File: src/sctl_pkg.sv
// Purpose: constants and types shared by the system control register bank
// Assumes: one 32-bit control word, coprocessor style access fields
// Notes:   fixed-one and writable masks define the reserved bit behaviour
`default_nettype none

package sctl_pkg;

  // primary register numbers and selector values
  localparam logic [3:0] SCTL_CRN_IDENT = 4'h0;
  localparam logic [3:0] SCTL_CRN_CTRL  = 4'h1;
  localparam logic [3:0] SCTL_SEC_ZERO  = 4'h0;
  localparam logic [2:0] SCTL_OP2_CTRL  = 3'h0;
  localparam logic [2:0] SCTL_OP2_TLM   = 3'h2;

  // field positions of the control word
  localparam int SCTL_BIT_MMU     = 0;
  localparam int SCTL_BIT_ALIGN   = 1;
  localparam int SCTL_BIT_DCACHE  = 2;
  localparam int SCTL_BIT_BIGEND  = 7;
  localparam int SCTL_BIT_SYSPROT = 8;
  localparam int SCTL_BIT_ROMPROT = 9;
  localparam int SCTL_BIT_ICACHE  = 12;
  localparam int SCTL_BIT_HIVEC   = 13;
  localparam int SCTL_BIT_RROBIN  = 14;
  localparam int SCTL_BIT_THUMB   = 15;

  // only these bits hold state; the rest are fixed on read
  localparam logic [31:0] SCTL_WRITE_MASK = 32'h0000_f387;
  // bits 18, 16 and 6:3 read as one
  localparam logic [31:0] SCTL_FIXED_ONES = 32'h0005_0078;
  // value of every stored bit after reset, before the two strap bits
  localparam logic [31:0] SCTL_CTRL_RESET = 32'h0000_0000;
  localparam logic [31:0] SCTL_READ_NONE  = 32'h0000_0000;

  // exception vector bases
  localparam logic [31:0] SCTL_VEC_LOW  = 32'h0000_0000;
  localparam logic [31:0] SCTL_VEC_HIGH = 32'hffff_0000;

  // full read image of the control word
  function automatic logic [31:0] sctl_read_word(input logic [31:0] ctrl);
    sctl_read_word = (ctrl & SCTL_WRITE_MASK) | SCTL_FIXED_ONES;
  endfunction

  // both secondary selectors must match for a legal access
  function automatic logic sctl_sel_ok(input logic [3:0] sec,
                                       input logic [2:0] op2,
                                       input logic [2:0] want);
    sctl_sel_ok = (sec == SCTL_SEC_ZERO) && (op2 == want);
  endfunction

  typedef struct packed {
    logic [31:0] ctrl;
    logic [31:0] vec_base;
    logic [31:0] rdata;
    logic        ack;
    logic        err;
  } sctl_state_type;

endpackage

`default_nettype wire

File: src/sctl_dec_if.sv
// Purpose: carries an access request to the decoder and its selects back
// Assumes: selects are combinational from the request fields
// Notes:   one request per cycle at most
`timescale 1ns/1ps
`default_nettype none

interface sctl_dec_if;
  logic       req;
  logic       wr;
  logic [3:0] crn;
  logic [3:0] sec_field;
  logic [2:0] op2;
  logic       ctrl_wr;
  logic       ctrl_rd;
  logic       tlm_rd;
  logic       bad;

  modport dec  (input req, wr, crn, sec_field, op2,
                output ctrl_wr, ctrl_rd, tlm_rd, bad);
  modport core (output req, wr, crn, sec_field, op2,
                input ctrl_wr, ctrl_rd, tlm_rd, bad);
endinterface

`default_nettype wire

File: src/sctl_decode.sv
// Purpose: decodes a coprocessor access into register selects
// Assumes: request fields are stable in the cycle req is high
// Notes:   anything not decoded raises bad and changes no state
`timescale 1ns/1ps
`default_nettype none

module sctl_decode (
  sctl_dec_if.dec dif
);
  import sctl_pkg::*;

  // address decode as an if chain; bad covers every unmapped access
  always_comb begin
    dif.ctrl_wr = 1'b0;
    dif.ctrl_rd = 1'b0;
    dif.tlm_rd  = 1'b0;
    dif.bad     = 1'b0;
    if (!dif.req) begin
      dif.bad = 1'b0;
    end else if ((dif.crn == SCTL_CRN_CTRL) &&
                 sctl_sel_ok(dif.sec_field, dif.op2, SCTL_OP2_CTRL)) begin
      dif.ctrl_wr = dif.wr;
      dif.ctrl_rd = !dif.wr;
    end else if ((dif.crn == SCTL_CRN_IDENT) && !dif.wr &&
                 sctl_sel_ok(dif.sec_field, dif.op2, SCTL_OP2_TLM)) begin
      dif.tlm_rd = 1'b1;
    end else begin
      dif.bad = 1'b1;
    end
  end

endmodule // sctl_decode

`default_nettype wire

File: src/sctl_ctrl_reg.sv
// Purpose: system control register bank of the processor
// Assumes: one access per request pulse, answered on the next edge
// Notes:   reserved upper bits read as zero; id and cache words not held
//
// How it works
// - primary 0, selector 2 returns memory status
// - reset clears all bits but V, B
// - vector bit takes high vector pin
// - endian bit takes big endian pin
// - upper reserved bits unpredictable, write zero
// - bits 18,16 read one, 17 zero
// - bit 15 stops loads setting Thumb
// - bit 14 picks round robin replacement
// - bit 13 moves vectors to high base
// - bit 12 enables instruction cache
// - bit 9 modifies ROM protection
// - bit 8 modifies system protection
// - bit 7 selects big endian
// - bit 2 enables data cache
// - bit 1 enables alignment checking
// - bit 0 enables translation unit
`timescale 1ns/1ps
`default_nettype none

module sctl_ctrl_reg #(
  parameter int DATA_W = 32
) (
  input  wire logic              core_clk,
  input  wire logic              resetn,
  input  wire logic              high_vector_init_pin,
  input  wire logic              big_endian_init_pin,
  input  wire logic              cp_req,
  input  wire logic              cp_write,
  input  wire logic [3:0]        cp_crn,
  input  wire logic [3:0]        cp_secondary_reg_field,
  input  wire logic [2:0]        cp_op2,
  input  wire logic [DATA_W-1:0] cp_wdata,
  input  wire logic [DATA_W-1:0] tight_local_memory_status,
  output var  logic [DATA_W-1:0] cp_rdata,
  output var  logic              cp_ack,
  output var  logic              cp_err,
  output var  logic              mmu_en,
  output var  logic              align_chk_en,
  output var  logic              dcache_en,
  output var  logic              big_endian,
  output var  logic              sys_prot,
  output var  logic              rom_prot,
  output var  logic              icache_en,
  output var  logic              high_vectors,
  output var  logic              round_robin_select,
  output var  logic              thumb_on_pc_load_off,
  output var  logic [31:0]       vector_base
);
  import sctl_pkg::*;

  sctl_state_type st_r;
  sctl_state_type st_nxt;
  sctl_dec_if     dif ();

  // request fields go to the decoder unchanged
  assign dif.req       = cp_req;
  assign dif.wr        = cp_write;
  assign dif.crn       = cp_crn;
  assign dif.sec_field = cp_secondary_reg_field;
  assign dif.op2       = cp_op2;

  sctl_decode u_decode (
    .dif (dif)
  );

  // next state; reset is synchronous so the strap pins may be sampled
  always_comb begin
    st_nxt       = st_r;
    st_nxt.ack   = cp_req;
    st_nxt.err   = dif.bad;
    st_nxt.rdata = SCTL_READ_NONE;
    if (!resetn) begin
      st_nxt.ctrl = SCTL_CTRL_RESET;
      st_nxt.ctrl[SCTL_BIT_HIVEC]  = high_vector_init_pin;
      st_nxt.ctrl[SCTL_BIT_BIGEND] = big_endian_init_pin;
      st_nxt.ack   = 1'b0;
      st_nxt.err   = 1'b0;
    end else begin
      if (dif.ctrl_wr) begin
        // reserved bits are dropped on write, so any value is harmless
        st_nxt.ctrl = cp_wdata[31:0] & SCTL_WRITE_MASK;
      end
      if (dif.ctrl_rd) begin
        st_nxt.rdata = sctl_read_word(st_r.ctrl);
      end else if (dif.tlm_rd) begin
        st_nxt.rdata = tight_local_memory_status[31:0];
      end
    end
    // base follows the stored vector bit, so it changes with it
    st_nxt.vec_base = st_nxt.ctrl[SCTL_BIT_HIVEC] ? SCTL_VEC_HIGH
                                                  : SCTL_VEC_LOW;
  end

  // one register stage holds the whole state
  always_ff @(posedge core_clk) begin
    st_r <= st_nxt;
  end

  // answer and control outputs straight from the state flops
  assign cp_rdata             = st_r.rdata;
  assign cp_ack               = st_r.ack;
  assign cp_err               = st_r.err;
  assign mmu_en               = st_r.ctrl[SCTL_BIT_MMU];
  assign align_chk_en         = st_r.ctrl[SCTL_BIT_ALIGN];
  assign dcache_en            = st_r.ctrl[SCTL_BIT_DCACHE];
  assign big_endian           = st_r.ctrl[SCTL_BIT_BIGEND];
  assign sys_prot             = st_r.ctrl[SCTL_BIT_SYSPROT];
  assign rom_prot             = st_r.ctrl[SCTL_BIT_ROMPROT];
  assign icache_en            = st_r.ctrl[SCTL_BIT_ICACHE];
  assign high_vectors         = st_r.ctrl[SCTL_BIT_HIVEC];
  assign round_robin_select   = st_r.ctrl[SCTL_BIT_RROBIN];
  assign thumb_on_pc_load_off = st_r.ctrl[SCTL_BIT_THUMB];
  assign vector_base          = st_r.vec_base;
endmodule // sctl_ctrl_reg

`default_nettype wire

File: config.mk
export PLATFORM = sky130hd
export DESIGN_NAME = sctl_ctrl_reg
export DESIGN_NICKNAME = d
export VERILOG_FILES = /design/src/sctl_pkg.sv /design/src/sctl_dec_if.sv /design/src/sctl_decode.sv /design/src/sctl_ctrl_reg.sv
export SDC_FILE = /design/constraint.sdc
export NUM_CORES = 1
export LEC_CHECK = 0
export BUFFER_PORTS_ARGS = -buffer_cell sky130_fd_sc_hd__buf_2
export CELL_PAD_IN_SITES_DETAIL_PLACEMENT = 0
export CELL_PAD_IN_SITES_GLOBAL_PLACEMENT = 1
export CORE_MARGIN = 3
export CORE_UTILIZATION = 24
export CTS_CLUSTER_DIAMETER = 80
export DETAILED_ROUTE_END_ITERATION = 7
export PLACE_DENSITY_LB_ADDON = 0.1
export SYNTH_ARGS = -nofsm -noshare
export SYNTH_HDL_FRONTEND = slang
export SYNTH_SLANG_ARGS = --single-unit
export TNS_END_PERCENT = 30
File: constraint.sdc
create_clock -name core_clk -period 1.5 [get_ports core_clk]
set_clock_uncertainty 0.05 [all_clocks]
set_input_delay 0.3 -clock core_clk [delete_from_list [all_inputs] [get_ports core_clk]]
set_output_delay 0.3 -clock core_clk [all_outputs]
set_load 0.05 [all_outputs]
==> results.md <==
- CP required: about 1200 ps
- Clk sinks: 44
- Post-synth EDFFs: 2
- Startpoint Class: register
- RR Endpoint: cp_rdata[13]$_SDFF_PN0_
- WS Path Type: register to output pin
- Die Ht: roughly 97 um
- Critical path, cell by cell: buf_12 > buf_2
- Synth-to-Final Area Change: 33.4%
- Starting Density: 25.1%
- Hold_buf cts: 0
- DRC: 0
- IO Count: roughly 160
- Fraction of registers with async set or reset after synthesis: 0%
- Peak supply drop: between 300 and 400 uV
- Initial DRC count: 46
- Rows: 32
- Main combinational cell family by area after synthesis: simple AND/OR/NAND/NOR gates
- Synth Area per Inst: roughly 9.4 um2
- RSZ-0062 raised after global routing: false
- Top-count cell post-synth: dfxtp_1
- Pwr Density: between 900 and 1000 nW/um2
- Post-synthesis mux area share: 4.04%
- DR WL/cell: about 13 um
- Pin count of the biggest net entering global routing: 35
- Min-delay worst type: input port to register
- Max_cap viols: 0
- Total CTS buffers: 5
- Initial DRT Pass Iterations: 4
- Max H-tree Level: 2
- Slowest stage delay, CP: ~430 ps
- XOR/XNOR share of the synthesized area: 0%
- CP Buf/Inv Count: 2
- LEAKAGE: approximately 1.3 nW
- Period utilisation layout: between 90% and 100%
- Vias: around 1700
- Placed instance area: ~2500 um2
- Synth area leader: dfxtp_1
- Via-to-Cell Ratio: between 4 and 5
- GRT Total Usage: 11.5%
- CP max stage cell: edfxtp_1
- Hold path cells: 3
- Buffers on Ports: between 100 and 150
- Dpl hpwl: a little over 4000 um
- Core area: 7890 um2
- CP endpoint kind: output pin
- Synth top area share: between 40% and 50%
- Diodes inserted: 0
- Simple-gate portion of the synthesized area: 24.6%
- Die ar.: ~9400 um2
- CTS tree: done
- WL final: 5470 um
- Worst skew pair latency: between 200 and 300 ps
- First-pass GRT wire length: 8700 um
- Initial antenna violation count: 0
- Synth Area in Compound Gates: just over 5%
- Hold Path End: cp_rdata[17]$_SDFF_PP0_
- FMAX: 0.692 GHz
- Layout fillers: around 880
- Sequential Area: about 900 um2
- Sequential cell area fraction in the yosys report: about 45%
- Chip width: slightly below 100 um
- Routability cong.: 0.730
- Max-slew violations: 0
- Post-Synth Adder-Cell Area: 0%
- Worst r2r src: vector_base[30]$_DFFE_PP_
- Area of the multi-input gates: 729 um2
- Yosys warning total: 0
- # nets final: ~400
- Total power: 0.00238 W
- Synthesized instance count: 211
- Final Hold Vio Count: 0
- CP delay by family, top: flip-flops
- Hold Path Origin: tight_local_memory_status[17]
- Outcome: completed
- Fraction of layout instances using a drive strength above 1: between 40% and 50%
- Total gr overflow: 0
- Final setup vio count: 0
- Yosys cell types: 31
- CTS Buffer Depth: 2
- Synth Flop Type: dfxtp_1
- Reg clk slew, reported paths: 80 ps
- Top post-synthesis cells by area: dfxtp_1, buf_4, nand3_1, nor3_2, a21oi_1
- R2R cell count: 3
- DRT antenna net count: 0
- Post-layout instance area: 2640 um2
- #FFs+latches synth: 44
- Mapped Area: between 1500 and 2000 um2
- Max FO, Critical Path: 18
- Synth cell count leaders: dfxtp_1, buf_4, nand3_1
- Crit path DAT: about 1100 ps
- CTS root buf: clkbuf_8
- Tmin final: around 1400 ps
- R2r setup slk: roughly 620 ps
- Vias in the first global route: 1650
==> worst register-to-register path, stage by stage (launching register included) <==
cell and delay, ps:
edfxtp_1 430, buf_12 170, nand3_1 60, a21oi_1 60
==> cells in the final DEF, fill, tap and decap left out, types with 2 or more instances in the layout <==
cell,instances
buf_4,9
conb_1,16
o22ai_1,2
nor3_2,10
mux2i_1,8
nand4_1,2
a21oi_1,16
nand3_1,25
edfxtp_1,2
nand3_2,2
nor3_1,6
dfxtp_1,42
clkbuf_1,2
nor4_2,2
buf_2,118
nand2_1,17
clkbuf_8,5
and2_1,2
buf_12,4
inv_1,18
nor2_1,2
==> metal layers <==
metal	track usage [%]	wire length (um)	vias to the layer above
met2	19.3	2610	80
li1	-	-	870
met5	0	0	-
met1	14.5	2420	766
met4	3.56	59	0
met3	2.81	378	4
==> worst max-delay path by stage <==
| stage | depth (start not counted) | startpoint | end | slack [ps] |
|---|---|---|---|---|
| after global routing | 2 | vector_base[30]$_DFFE_PP_ | vector_base[31] | 10 |
| after detailed placement | 5 | cp_secondary_reg_field[0] | thumb_on_pc_load_off$_SDFFE_PN0P_ | -110 |
| after global placement | 5 | cp_secondary_reg_field[0] | round_robin_select$_SDFFE_PN0P_ | -90 |
| final | 2 | vector_base[30]$_DFFE_PP_ | vector_base[27] | 50 |
| after floorplan | 1 | vector_base[30]$_DFFE_PP_ | vector_base[16] | -40 |
| after CTS | 2 | vector_base[30]$_DFFE_PP_ | vector_base[25] | 50 |
==> final cells by class <==
type                    count  area share [%]
flip-flops and latches     44            34.1
repair buffers            131            27.9
multi-input cells         120            27.6
well taps                 102            4.83
clock buffers               7            2.89
inverters                  18            2.56
clock inverters             1           0.142
==> flip-flops by register name (all words and copies together), names as in the netlist <==
| name | cells |
|---|---|
| align_chk_en | 1 |
| vector_base | 1 |
| round_robin_select | 1 |
| icache_en | 1 |
| rom_prot | 1 |
| cp_err | 1 |
| big_endian | 1 |
| sys_prot | 1 |
| thumb_on_pc_load_off | 1 |
| dcache_en | 1 |
| cp_rdata | 32 |
| cp_ack | 1 |
| mmu_en | 1 |
==> logic make-up (layout without fill, tap and decap cells) <==
family                 count (synthesis)  count (layout)
AO/OA/AOI/OAI                         19              19
AND/OR/NAND/NOR                       77              77
buffers and inverters                 62             157
flip-flops                            44              44
multiplexers                           8               8
other                                  1              16
==> report_power, final <==
group          switching (W)  internal (W)  total (W)
clock network       0.000395      0.000325   0.000720
registers         0.00000391       0.00118    0.00119
logic               0.000345      0.000129   0.000473
total               0.000743       0.00164    0.00238
==> metrics by stage <==
step	utilization [%]	hold WS [ps]	setup slack, ps	instances	setup TNS (ps)
floorplan	-	370	-38.0	226	-608
finish	33.5	169	54.3	423	0
global placement	32.2	413	-92.0	414	-1000
detailed placement	32.2	419	-115	414	-1180
CTS	33.5	157	50.6	423	0
global route	33.5	164	9.75	423	0
==> what timing repair did <==
item,4_1_cts,5_1_grt
endpoints found under the setup margin,17,0
endpoints found under the hold margin,0,0
resized for setup,0,0
buffers inserted,1,0
(Power assumes the default switching activity.)
